**config.mk**
```make
export PLATFORM = sky130hd
export DESIGN_NAME = data_trace_view_filter_regs
export DESIGN_NICKNAME = d
export VERILOG_FILES = /design/src/view_filter_pkg.sv /design/src/data_trace_view_filter_regs.sv /design/src/view_event_eval.sv /design/src/view_match_reduce.sv
export VERILOG_INCLUDE_DIRS = /design/src /design/src/src
export SDC_FILE = /design/constraint.sdc
export NUM_CORES = 1
export LEC_CHECK = 0
export BUFFER_PORTS_ARGS = -buffer_cell sky130_fd_sc_hd__buf_2
export CAP_MARGIN = 25
export CORE_ASPECT_RATIO = 0.8
export CORE_MARGIN = 2
export CORE_UTILIZATION = 30
export DETAILED_ROUTE_END_ITERATION = 7
export SLEW_MARGIN = 20
export SYNTH_ARGS = -nofsm -noshare
export SYNTH_HDL_FRONTEND = slang
export SYNTH_SLANG_ARGS = --single-unit
```
**constraint.sdc**
```tcl
create_clock -name ref_clk -period 6.6 [get_ports ref_clk]
set_input_delay 0.33 -clock ref_clk [delete_from_list [all_inputs] [get_ports ref_clk]]
set_output_delay 0.33 -clock ref_clk [all_outputs]
set_load 0.005 [all_outputs]
```
**src/view_filter_defs.svh**
```systemverilog
`ifndef VIEW_FILTER_DEFS_SVH
`define VIEW_FILTER_DEFS_SVH

// register indices; byte address is four times the index
`define VF_IDX_EVENT      10'h00C
`define VF_IDX_SINGLE     10'h00D
`define VF_IDX_REGION     10'h00E
`define VF_IDX_RANGE      10'h00F
`define VF_IDX_STATUS     10'h0FE

// enabling-event register fields
`define VF_EVT_WIDTH      17
`define VF_EVT_FCN_HI     16
`define VF_EVT_FCN_LO     14
`define VF_EVT_RESB_HI    13
`define VF_EVT_RESB_LO    7
`define VF_EVT_RESA_HI    6
`define VF_EVT_RESA_LO    0
`define VF_RES_ALWAYS     7'h6F

// selection register fields
`define VF_EXCL_LO        16
`define VF_RANGE_EXCL_LO  8
`define VF_EXCL_ONLY_BIT  16

// status register bits
`define VF_STAT_VIEW      0
`define VF_STAT_EVENT     1
`define VF_STAT_INCL      2
`define VF_STAT_EXCL      3

// reset values
`define VF_RST_EVENT      17'h00000
`define VF_RST_SEL        32'h00000000
`define VF_RST_EXCL_ONLY  1'b0

`endif

```
**src/view_filter_pkg.sv**
```systemverilog
package view_filter_pkg;

    typedef logic [31:0] word_t;

    typedef enum logic [2:0] {
        FCN_A          = 3'b000,
        FCN_NOT_A      = 3'b001,
        FCN_A_AND_B    = 3'b010,
        FCN_NA_AND_B   = 3'b011,
        FCN_NA_AND_NB  = 3'b100,
        FCN_A_OR_B     = 3'b101,
        FCN_NA_OR_B    = 3'b110,
        FCN_NA_OR_NB   = 3'b111
    } view_fcn_e;

    typedef struct packed {
        logic [16:0] event_def;
        logic [31:0] single_sel;
        logic [31:0] region_sel;
        logic [15:0] range_sel;
        logic        excl_only;
        logic        view;
        logic        event_true;
        logic        incl_hit;
        logic        excl_hit;
        word_t       rdata;
    } view_state_s;

endpackage : view_filter_pkg

```
**src/data_trace_view_filter_regs.sv**
```systemverilog
// Function
// - one event register and three select registers qualify traced data
// - no data, value or coprocessor tracing: registers absent, area reads 0
// - event register holds 17-bit event, upper bits reserved, gates pass
// - single-select bits 31:16 pick comparators 1..16 for exclusion
// - single-select bits 15:0 pick comparators 1..16 for inclusion
// - region-select bits 31:16 pick decode regions 1..16 for exclusion
// - region-select bits 15:0 pick decode regions 1..16 for inclusion
// - no decode regions: region-select reads zero, ignores writes
// - single-select exists only with data tracing and address comparators
// - exclude-only: pass when no selected exclusion matches
`timescale 1ns/100ps
`include "view_filter_defs.svh"

module data_trace_view_filter_regs
    import view_filter_pkg::*;
#(
    parameter bit DATA_TRACE_PRESENT = 1'b1, // any data tracing option
    parameter bit DATA_ADDR_CMP      = 1'b1, // data address comparators
    parameter int NUM_SINGLE_CMP     = 16,   // single comparators, 0..16
    parameter int NUM_REGIONS        = 16,   // decode regions, 0..16
    parameter int NUM_RANGE_CMP      = 8     // range comparators, 0..8
) (
    input  wire logic                   ref_clk,        // clock
    input  wire logic                   sys_rst,        // sync reset
    input  wire logic                   clk_en,         // run enable, low freezes state
    input  wire logic [11:0]            reg_addr,       // byte address
    input  wire view_filter_pkg::word_t reg_wdata,      // write data
    input  wire logic                   reg_wr,         // write strobe
    input  wire logic                   reg_rd,         // read strobe
    output view_filter_pkg::word_t      reg_rdata,      // read data
    input  wire logic [127:0]           resource_hit,   // event resources
    input  wire logic [15:0]            single_match,   // single cmp hits
    input  wire logic [15:0]            region_match,   // decode hits
    input  wire logic [7:0]             range_match,    // range cmp hits
    input  wire logic                   data_xfer,      // data transfer
    output logic                        data_view_filter, // trace data
    output logic                        view_event      // event state
);

    // a register set is present only when its configuration allows it
    localparam bit EVT_PRESENT    = DATA_TRACE_PRESENT;
    localparam bit SINGLE_PRESENT = DATA_TRACE_PRESENT &&
                                    DATA_ADDR_CMP;
    localparam bit RANGE_PRESENT  = DATA_TRACE_PRESENT &&
                                    DATA_ADDR_CMP;
    localparam bit REGION_PRESENT = DATA_TRACE_PRESENT &&
                                    (NUM_REGIONS > 0);

    view_state_s state_r;
    view_state_s state_nxt;

    logic [9:0]  reg_idx;
    logic        event_now;
    logic        s_incl;
    logic        s_excl;
    logic        g_incl;
    logic        g_excl;
    logic        r_incl;
    logic        r_excl;
    logic        incl_any;
    logic        excl_any;
    logic        pass_now;
    logic [15:0] single_mask;
    logic [15:0] region_mask;
    logic [7:0]  range_mask;

    // ones in the low n bits of a 16-bit field
    function automatic logic [15:0] low_mask16(input int n);
        logic [15:0] m;
        m = 16'h0000;
        for (int i = 0; i < 16; i++) begin
            if (i < n) begin
                m[i] = 1'b1;
            end
        end
        return m;
    endfunction : low_mask16

    // a selection word keeps only implemented resources in both halves
    function automatic word_t sel_word(input word_t w,
                                       input logic [15:0] m);
        return {w[31:16] & m, w[15:0] & m};
    endfunction : sel_word

    always_comb begin
        single_mask = SINGLE_PRESENT ? low_mask16(NUM_SINGLE_CMP)
                                     : 16'h0000;
        region_mask = REGION_PRESENT ? low_mask16(NUM_REGIONS)
                                     : 16'h0000;
        range_mask  = RANGE_PRESENT ? 8'(low_mask16(NUM_RANGE_CMP))
                                    : 8'h00;
    end

    assign reg_idx = reg_addr[11:2];

    view_event_eval u_event (
        .event_def    (state_r.event_def),
        .resource_hit (resource_hit),
        .event_true   (event_now)
    );

    view_match_reduce #(.N(16)) u_single (
        .sel_incl (state_r.single_sel[15:0]),
        .sel_excl (state_r.single_sel[31:`VF_EXCL_LO]),
        .match    (single_match),
        .incl_hit (s_incl),
        .excl_hit (s_excl)
    );

    view_match_reduce #(.N(16)) u_region (
        .sel_incl (state_r.region_sel[15:0]),
        .sel_excl (state_r.region_sel[31:`VF_EXCL_LO]),
        .match    (region_match),
        .incl_hit (g_incl),
        .excl_hit (g_excl)
    );

    view_match_reduce #(.N(8)) u_range (
        .sel_incl (state_r.range_sel[7:0]),
        .sel_excl (state_r.range_sel[15:`VF_RANGE_EXCL_LO]),
        .match    (range_match),
        .incl_hit (r_incl),
        .excl_hit (r_excl)
    );

    always_comb begin
        incl_any = s_incl || g_incl || r_incl;
        excl_any = s_excl || g_excl || r_excl;
        // exclude-only needs no include match
        pass_now = EVT_PRESENT && event_now &&
                   (incl_any || state_r.excl_only) &&
                   !excl_any;
    end

    always_comb begin
        state_nxt = state_r;
        state_nxt.rdata = '0;

        // filter stage: registered view of the current transfer
        state_nxt.event_true = EVT_PRESENT && event_now;
        state_nxt.incl_hit   = incl_any;
        state_nxt.excl_hit   = excl_any;
        state_nxt.view       = pass_now && data_xfer;

        if (reg_wr) begin
            case (reg_idx)
                `VF_IDX_EVENT: begin
                    if (EVT_PRESENT) begin
                        // reserved bits 31:17 are not stored
                        state_nxt.event_def =
                            reg_wdata[`VF_EVT_WIDTH-1:0];
                    end
                end
                `VF_IDX_SINGLE: begin
                    if (SINGLE_PRESENT) begin
                        state_nxt.single_sel =
                            sel_word(reg_wdata, single_mask);
                    end
                end
                `VF_IDX_REGION: begin
                    if (REGION_PRESENT) begin
                        state_nxt.region_sel =
                            sel_word(reg_wdata, region_mask);
                    end
                end
                `VF_IDX_RANGE: begin
                    if (RANGE_PRESENT) begin
                        state_nxt.range_sel =
                            {reg_wdata[15:8] & range_mask,
                             reg_wdata[7:0] & range_mask};
                        state_nxt.excl_only =
                            reg_wdata[`VF_EXCL_ONLY_BIT];
                    end
                end
                default: begin
                end
            endcase
        end

        if (reg_rd) begin
            case (reg_idx)
                `VF_IDX_EVENT: begin
                    if (EVT_PRESENT) begin
                        state_nxt.rdata = {15'h0000, state_r.event_def};
                    end
                end
                `VF_IDX_SINGLE: begin
                    if (SINGLE_PRESENT) begin
                        state_nxt.rdata = state_r.single_sel;
                    end
                end
                `VF_IDX_REGION: begin
                    if (REGION_PRESENT) begin
                        state_nxt.rdata = state_r.region_sel;
                    end
                end
                `VF_IDX_RANGE: begin
                    if (RANGE_PRESENT) begin
                        state_nxt.rdata = {15'h0000, state_r.excl_only,
                                           state_r.range_sel};
                    end
                end
                `VF_IDX_STATUS: begin
                    state_nxt.rdata[`VF_STAT_VIEW]  = state_r.view;
                    state_nxt.rdata[`VF_STAT_EVENT] = state_r.event_true;
                    state_nxt.rdata[`VF_STAT_INCL]  = state_r.incl_hit;
                    state_nxt.rdata[`VF_STAT_EXCL]  = state_r.excl_hit;
                end
                default: begin
                end
            endcase
        end
    end

    always_ff @(posedge ref_clk) begin
        if (sys_rst) begin
            state_r.event_def  <= `VF_RST_EVENT;
            state_r.single_sel <= `VF_RST_SEL;
            state_r.region_sel <= `VF_RST_SEL;
            state_r.range_sel  <= 16'h0000;
            state_r.excl_only  <= `VF_RST_EXCL_ONLY;
            state_r.view       <= 1'b0;
            state_r.event_true <= 1'b0;
            state_r.incl_hit   <= 1'b0;
            state_r.excl_hit   <= 1'b0;
            state_r.rdata      <= 32'h00000000;
        end else if (clk_en) begin
            state_r <= state_nxt;
        end
    end

    assign reg_rdata        = state_r.rdata;
    assign data_view_filter = state_r.view;
    assign view_event       = state_r.event_true;

endmodule : data_trace_view_filter_regs

```
**src/view_event_eval.sv**
```systemverilog
`timescale 1ns/100ps
`include "view_filter_defs.svh"

module view_event_eval
    import view_filter_pkg::*;
(
    input  wire logic [16:0]  event_def,    // event definition
    input  wire logic [127:0] resource_hit, // event resource states
    output logic              event_true    // event evaluates true
);

    logic [6:0] res_a;
    logic [6:0] res_b;
    logic       a;
    logic       b;
    view_fcn_e  fcn;

    // resource 0x6F is the permanently true resource
    function automatic logic res_val(input logic [6:0] idx,
                                     input logic [127:0] hit);
        res_val = (idx == `VF_RES_ALWAYS) ? 1'b1 : hit[idx];
    endfunction : res_val

    always_comb begin
        res_a = event_def[`VF_EVT_RESA_HI:`VF_EVT_RESA_LO];
        res_b = event_def[`VF_EVT_RESB_HI:`VF_EVT_RESB_LO];
        fcn   = view_fcn_e'(event_def[`VF_EVT_FCN_HI:`VF_EVT_FCN_LO]);
        a     = res_val(res_a, resource_hit);
        b     = res_val(res_b, resource_hit);
        case (fcn)
            FCN_A:         event_true = a;
            FCN_NOT_A:     event_true = !a;
            FCN_A_AND_B:   event_true = a && b;
            FCN_NA_AND_B:  event_true = !a && b;
            FCN_NA_AND_NB: event_true = !a && !b;
            FCN_A_OR_B:    event_true = a || b;
            FCN_NA_OR_B:   event_true = !a || b;
            FCN_NA_OR_NB:  event_true = !a || !b;
            default:       event_true = 1'b0;
        endcase
    end

endmodule : view_event_eval

```
**src/view_match_reduce.sv**
```systemverilog
`timescale 1ns/100ps

module view_match_reduce #(
    parameter int N = 16                  // resources in this group
) (
    input  wire logic [N-1:0] sel_incl,   // include select bits
    input  wire logic [N-1:0] sel_excl,   // exclude select bits
    input  wire logic [N-1:0] match,      // resource match states
    output logic              incl_hit,   // a selected include matches
    output logic              excl_hit    // a selected exclude matches
);

    function automatic logic sel_hit(input logic [N-1:0] sel,
                                     input logic [N-1:0] m);
        sel_hit = |(sel & m);
    endfunction : sel_hit

    always_comb begin
        incl_hit = sel_hit(sel_incl, match);
        excl_hit = sel_hit(sel_excl, match);
    end

endmodule : view_match_reduce

```
Yosys cells after proc, flatten, opt, wreduce, memory -nomap -nowiden

Index checks and enable logic that the tools add are counted.
W data, S select, Z words.

Flip-flop bits (word level): 134
Input port bits: 218
Output and inout port bits: 34
Word-level logic and storage cells: 70

$lt $le $gt $ge: 2
Equality and inequality tests: 14
Muxes and demuxes: 10
Bitwise operators: 6
Reduce and logical (&&, ||, !) cells: 28

Operator list:

| kind                  | count |
|---|---|
| $pmux W28 S4          | 1 |
| $and A16 B16 Y16      | 4 |
| $reduce_or A16 Y1     | 4 |
| $eq A10 B4 Y1 const B | 4 |
| $mux W32              | 1 |
| $pmux W4 S5           | 1 |
| $and A8 B8 Y8         | 2 |
| $lt A7 B8 Y1 const B  | 2 |
| $reduce_or A8 Y1      | 2 |
| $bmux W1 S7           | 2 |
| $eq A7 B7 Y1 const B  | 2 |
| $eq A3 B3 Y1 const B  | 4 |
| $reduce_and A3 Y1     | 4 |
| $eq A10 B8 Y1 const B | 1 |
| $logic_or A1 B1 Y1    | 8 |
| $pmux W1 S8           | 1 |
| $eq A3 B2 Y1 const B  | 2 |
| $logic_and A1 B1 Y1   | 6 |
| $mux W1               | 4 |
| $eq A3 B1 Y1 const B  | 1 |
| $logic_not A1 Y1      | 3 |
| $logic_not A3 Y1      | 1 |

Depth between registers and ports, before layout

Gate-level depths: netlist (run 1).

Depth in word-level cells: 9
Gate-level depth with buffers: 12
Mapped depth without buffers: 9

Cells and area by module

A second synthesis (run 1) with hierarchy kept.

Cells, all modules: 843
Area total of the unflattened synthesis: 8511.9 sq um

Modules (own cells, without submodules):

| module                            | times used | cells an instance | area each (sq um) | seq. area each (sq um) |
|---|---|---|---|---|
| data_trace_view_filter_regs       | 1          | 596               | 5768.0            | 2682.6 |
| view_event_eval                   | 1          | 201               | 2366.0            | 0.0 |
| view_match_reduce at u_region ... | 2          | 18                | 152.6             | 0.0 |
| view_match_reduce at u_range      | 1          | 10                | 72.6              | 0.0 |

Least setup slack after synthesis (run 1)

OpenSTA, ideal clock, no wires.

Path type: flip-flop to flip-flop
Start: register state_r[118] (netlist name)
End: register state_r (netlist bit view_event)
Setup time: 74 ps
Arrival: 2180 ps
Data required time: 6526 ps
Setup slack: 4346 ps
Cell stages (with the launch flop): 9
Buffers on the path: 0
Clock period less this slack: 2254 ps
Cells stage by stage: dfxtp_1 -> mux4_1 -> mux2_2 -> a2111oi_0 -> o41ai_1 -> o21ai_2 -> mux2i_1 -> nand3_1 -> a31oi_1

Longest elaborated chain between the ends: 6
Elaborated cells on any way between the ends: 12
Classes of those cells: eq/ne: 1; mux: 4; reduce/logical: 7

Ends and longest elaborated chain:

| item                                       | RTL line                           | source |
|---|---|---|
| $bmux W1 S7                                | view_event_eval.sv:21              | `` res_val = (idx == `VF_RES_ALWAYS) ? 1'b1 : hit[idx]; `` |
| $mux W1 (not written as such)              | view_event_eval.sv:21              |  |
| $mux W1 *                                  | view_event_eval.sv:21              |  |
| $logic_not A1 Y1                           | n/a                                |  |
| $logic_or A1 B1 Y1 (tied with other cells) | view_event_eval.sv:38              | `FCN_NA_OR_NB: event_true = !a \|\| !b;` |
| $pmux W1 S8 *                              | view_event_eval.sv:30              | `case (fcn)` |
| to (signal assigned)                       | data_trace_view_filter_regs.sv:229 | `state_r <= state_nxt;` |
| to (decl)                                  | data_trace_view_filter_regs.sv:50  | `view_state_s state_r;` |

Mark *: on every way between the ends. The rest lies on a longest branch, timed or not. The select of a mux whose other input is x is not followed.
A chain may end at the register's enable or synchronous reset.

Worst setup path in the final report (run 1)

Start: register state_r[118] (netlist name)
End: register state_r (netlist bit view_event)

Longest elaborated chain between the ends: 6
Elaborated cells on any way between the ends: 12
Classes of those cells: eq/ne: 1; mux: 4; reduce/logical: 7

Ends and longest elaborated chain:

| item                                       | RTL line |
|---|---|
| $bmux W1 S7                                | view_event_eval.sv:21 |
| $mux W1 (not written as such)              | view_event_eval.sv:21 |
| $mux W1 *                                  | view_event_eval.sv:21 |
| $logic_not A1 Y1                           | n/a |
| $logic_or A1 B1 Y1 (tied with other cells) | view_event_eval.sv:38 |
| $pmux W1 S8 *                              | view_event_eval.sv:30 |

Marked as above.

==> results of run 1 <==
==> report_power, final <==
| group | switching, uW | total, uW | internal (uW) |
|---|---|---|---|
| sequential | 0.734 | 811 | 810 |
| combinational | 95.3 | 181 | 85.5 |
| clock | 366 | 1080 | 718 |
| total | 462 | 2080 | 1610 |
==> routing by layer <==
layer	up-vias	GRT usage	routed length, um
met5	-	0	36
met2	370	0.333	14700
met4	6	0.0538	577
met3	50	0.0541	2850
li1	3887	-	-
met1	4104	0.296	14000
==> Yosys cell counts, types with 3 or more instances <==
library cell / number / area (um2)
nand2_1: 210 / 788
a21oi_1: 134 / 671
dfxtp_1: 134 / 2680
mux4_2: 55 / 1240
a22oi_1: 44 / 330
clkbuf_1: 43 / 161
nor2_1: 42 / 158
buf_4: 39 / 293
mux2i_1: 32 / 320
nand3_1: 32 / 160
nor2b_1: 23 / 144
a22o_1: 21 / 184
nand2b_1: 19 / 119
buf_2: 16 / 80.1
nand4_1: 14 / 87.6
mux4_1: 11 / 289
a31oi_1: 8 / 50.1
buf_6: 7 / 78.8
inv_1: 7 / 26.3
and3_1: 5 / 31.3
mux2_2: 5 / 56.3
nor3b_1: 5 / 37.5
o21ai_0: 5 / 25.0
a221o_1: 4 / 40.0
a221oi_1: 4 / 35.0
nand3b_1: 4 / 30.0
nor3_1: 3 / 15.0
==> worst max-delay path, delay by kind of cell, from the launching register on <==
family,cells,cell delay [ns]
mux,3,1.20
compound gates,4,1.00
flops,1,0.81
buf+inv,1,0.40
simple gates,1,0.12
==> path summary, 6_finish.rpt <==
kind                 start           end  slack [ns]  cells after the start
max           state_r[118]    view_event        2.97                      9
min          reg_wdata[27]   state_r[80]        0.16                      3
max reg2reg   state_r[118]    view_event        2.97                      9
min reg2reg   state_r[126]  state_r[126]        0.45                      2
==> registers in the layout, indices dropped and copies added (netlist names) <==
name and cells:
view_event 1, reg_rdata 32, data_view_filter 1, state_r 100
==> final cells by class <==
cell class / instances / share of cell area
clock buffer: 19 / 0.0426
sequential: 134 / 0.258
tap: 370 / 0.0445
multi-input combinational: 720 / 0.499
clock inverter: 12 / 0.0217
inverter: 7 / 0.00253
timing repair buffer: 262 / 0.131
antenna: 4 / 0.000963
==> placed cells by master (no fill, tap or decap), types with 6 or more instances in the layout <==
cell	n
buf_2	248
nand2_1	210
a21oi_1	134
dfxtp_1	131
mux4_2	55
a22oi_1	44
nor2_1	42
mux2i_1	32
nand3_1	31
nor2b_1	22
a22o_1	21
nand2b_1	19
clkbuf_16	17
nand4_1	14
buf_4	13
mux4_1	11
a31oi_1	8
inv_1	7
bufinv_16	6
==> stage by stage <==
step / hold slack (ns) / instances / util / worst slack (ns)
global placement: 0.439 / 1492 / 0.345 / 3.05
detailed placement: 0.453 / 1492 / 0.345 / 2.97
CTS: 0.154 / 1523 / 0.368 / 2.94
finish: 0.163 / 1528 / 0.369 / 2.97
global route: 0.174 / 1525 / 0.369 / 2.76
floorplan: 0.441 / 972 / - / 4.35
==> kinds of logic (layout without fill, tap and decap cells) <==
kind of cell | count (synthesis) | in the layout | synth area share
flops | 134 | 134 | 0.314
buf+inv | 118 | 300 | 0.0816
other cells | 0 | 4 | 0
simple gates | 371 | 371 | 0.197
mux | 103 | 103 | 0.223
xor+xnor | 2 | 2 | 0.00293
compound gates | 244 | 244 | 0.182
==> qor.txt, run 1 <==
static leakage: 0.00370 uW
CP max stage delay: 0.81 ns
WP data required: 6.94 ns
total power: 2080 uW
routed wire length: 32200 um
Period Utilization, post-route: 0.549
clock root buffer: clkbuf_16
Gate Count Post-Synth: 972
hold_buf cts: 0
Die ar.: 29900 um2
post-route cell area: 10400 um2
final hold vios: 0
Worst slew margin: 0.318
Core Rows: 55
final setup fails: 0
f_max: 276 MHz
port buffer count: 249
critical-path cell with the highest stage delay: dfxtp_1
fraction of layout cells with a size suffix above 1: 0.318
Cell variety after synth: 61
CP Max Fanout: 16
Setup CP Type: flip-flop to flip-flop
Vias: 8417
Horiz. Die Dim: 193 um
synthesized area: 8550 um2
initial antenna violation count: 7
# H-tree levels: 4
post-CTS sizing: 0
pin count of the biggest net entering global routing: 86
Reg area: 2690 um2
P per Cell Area: 200 nW/um2
Tot GR Track Use: 0.214
setup_tns: 0 ns
clock buffer depth: 2
clk_lat worst skew: 0.41 ns
DR iter-0 viols: 859
gpl congestion: 0.917
Crit. End Element: flip-flop
Top Ports: 252
vias per inst: 5.51
dpl hpwl: 24300 um
residual DRC count: 0
Worst Tran Pin Value: 1.02 ns
area post-placement: 9700 um2
vias in the first global route: 8127
Worst-path clk slew: 0.06 ns
ys flop type: dfxtp_1
starting density of the core: 0.304
gr ovfl total: 0
min Tclk post-route: 3.63 ns
DR WL/cell: 21.1 um
CTS tree: done
#FFs+latches synth: 134
area occupied by multi-input gates: 5180 um2
ANT nets after route: 0
first drt pass iteration count: 6
max_cap viols: 0
Die Y-Extent: 155 um
Final Max Slew Viols: 0
crit path cell chain: buf_4, mux4_1, mux2_2, a2111oi_0, o41ai_1, o21ai_2, mux2i_1, nand3_1, a31oi_1
first-pass GRT wire length: 48700 um
register area share after synthesis: 0.314
Startpoint Class: flip-flop
Nets: 1360
unrepaired setup endpoints after global routing: false
clk sinks: 134
post-synthesis net count: 1190
Worst Clk Skew: 0.00551 ns
EDFF count, synth: 0
Synthesis Warnings: 0
Hold/Removal Path Class: primary input to flip-flop
Mapped Avg Cell Area: 8.79 um2
Fill cells: 2863
CTS Buf Count: 17
VDD IR-drop max: 0.116 mV
Area Growth Syn to Fin: 21.7%
FFs w/ async S/R, synth: 0
status: completed
WP data arrival: 3.97 ns
core area: 28100 um2
Post-CTS Setup Inserts: 0
Power figures use the tool's default switching activity.
==> run 2, diff against run 1 <==
clock period = 3.7 ns   (was 6.6 ns; I/O delays follow)
==> run 2 against run 1 <==
Clock skew is essentially flat. Non-clock buffer count grew 12. Total power grew 76%. Critical path type unchanged. Highest routed layer unchanged.
==> qor.txt, run 2 (same netlist as run 1, synthesis figures left out) <==
critical-path cell with the highest stage delay: dfxtp_1
gr ovfl total: 0
Die ar.: 29900 um2
area occupied by multi-input gates: 5170 um2
switching pwr: 828 uW
residual DRC count: 0
Seq pwr share: 0.395
clock network fraction of design power: 0.515
routed wire length: 32700 um
Worst Clk Skew: 0.00526 ns
Worst-path clk slew: 0.06 ns
core area: 28100 um2
CTS tree: done
most common cell after layout, fill and taps aside: buf_2
post-route cell area: 10500 um2
CP max stage delay: 0.63 ns
vias per inst: 5.55
Post-CTS Setup Inserts: 0
gpl congestion: 0.949
Fill cells: 2886
initial antenna violation count: 6
commonest non-fill, non-tap cells in the layout: buf_2, nand2_1, a21oi_1
static leakage: 0.00376 uW
Comb power frac: 0.089
pin count of the biggest net entering global routing: 89
capture point of the worst reg-to-reg path: view_event
setup_tns: 0 ns
total power: 3660 uW
DP Worst Slack: 0.656 ns
P per Cell Area: 349 nW/um2
Final Max Slew Viols: 0
max_cap viols: 0
dpl hpwl: 24800 um
Hold/Removal Path Class: primary input to flip-flop
first-pass GRT wire length: 48500 um
Hold Path Stages: 3
status: completed
CTS Buf Count: 17
Crit. End Element: flip-flop
clk sinks: 134
fraction of layout cells with a size suffix above 1: 0.323
# H-tree levels: 4
Tot GR Track Use: 0.215
post-route setup slack: 0.641 ns
f_max: 327 MHz
vias in the first global route: 8036
clk_lat worst skew: 0.43 ns
Biggest register: state_r
Reg area: 2690 um2
area post-placement: 9800 um2
Hold Crit Start: reg_wdata[24]
number of flip-flops in the largest register: 100
Period Utilization, post-route: 0.827
WP data arrival: 3.41 ns
Horiz. Die Dim: 193 um
internal power: 2830 uW
Core Rows: 55
crit path cell chain: buf_4, mux4_1, mux2i_1, nand2_1, a31oi_1, o21ai_1, o21ai_2, mux2i_1, nand3_1, a31oi_1
Startpoint Class: flip-flop
Critical R2R Launch: state_r[118]
Area Growth Syn to Fin: 22.7%
Top Ports: 252
first drt pass iteration count: 5
DR iter-0 viols: 982
final hold vios: 0
clock root buffer: clkbuf_16
unrepaired setup endpoints after global routing: false
post-CTS sizing: 0
Vias: 8546
Setup CP Type: flip-flop to flip-flop
final setup fails: 0
DR WL/cell: 21.2 um
CP Max Fanout: 22
Die Y-Extent: 155 um
WP data required: 4.05 ns
CP startpoint: state_r[118]
starting density of the core: 0.304
ANT nets after route: 0
Switching Share: 0.226
VDD IR-drop max: 0.240 mV
clock buffer depth: 2
Reg2Reg Setup Slack: 0.64 ns
Worst Tran Pin Value: 0.937 ns
min Tclk post-route: 3.06 ns
Worst Hold End: state_r[77]
Worst R2R Path Depth: 10
Worst slew margin: 0.376
Nets: 1372
port buffer count: 249
==> run 2: layer usage <==
layer  vias to the layer above  global-route usage  wire [um]
met2                       412               0.332      15000
met3                        63              0.0589       3010
li1                       3918                   -          -
met5                         -                   0         28
met4                         4              0.0622        722
met1                      4149               0.293      14000
==> run 2: worst max-delay path by stage <==
stage | to | cells after the start | slack [ns]
2_1_floorplan | view_event | 8 | 1.45
3_3_place_gp | view_event | 10 | 0.68
3_5_place_dp | view_event | 10 | 0.66
4_1_cts | view_event | 10 | 0.64
5_1_grt | view_event | 10 | 0.42
6_report | view_event | 10 | 0.64
==> run 2: repair_timing <==
item                       CTS  global route
setup endpoints to repair    0             0
hold endpoints to repair     2             0
hold buffers                 2             0
==> run 2: area by class of cell <==
class | count | share of cell area
Antenna cell | 4 | 0.000955
Clock buffer | 20 | 0.0436
Clock inverter | 12 | 0.0191
Inverter | 7 | 0.00251
Multi-Input combinational cell | 720 | 0.494
Sequential cell | 134 | 0.256
Tap cell | 370 | 0.0442
Timing Repair Buffer | 274 | 0.140
==> run 2: power groups by stage <==
stage	Clock, uW	Sequential [uW]	Combinational [uW]
6_report	1880	1450	327
5_1_grt	1970	1450	349
4_1_cts	1900	1450	323
3_5_place_dp	0	1480	321
3_3_place_gp	0	1480	317
2_1_floorplan	0	1480	126
==> run 2: critical path: cells and delay by family (launching register included) <==
family	cells	cell delay (ns)
multiplexers	3	1.02
flip-flops	1	0.63
AND/OR/NAND/NOR	2	0.17
buffers and inverters	1	0.42
AO/OA/AOI/OAI	4	0.72
==> run 2: through the flow <==
| stage | std cells | utilization | hold slack [ns] |
|---|---|---|---|
| floorplan | 972 | - | 0.321 |
| global placement | 1503 | 0.348 | 0.439 |
| detailed placement | 1503 | 0.348 | 0.445 |
| CTS | 1537 | 0.372 | 0.000726 |
| global route | 1539 | 0.372 | 0.00844 |
| finish | 1541 | 0.372 | 0.0108 |
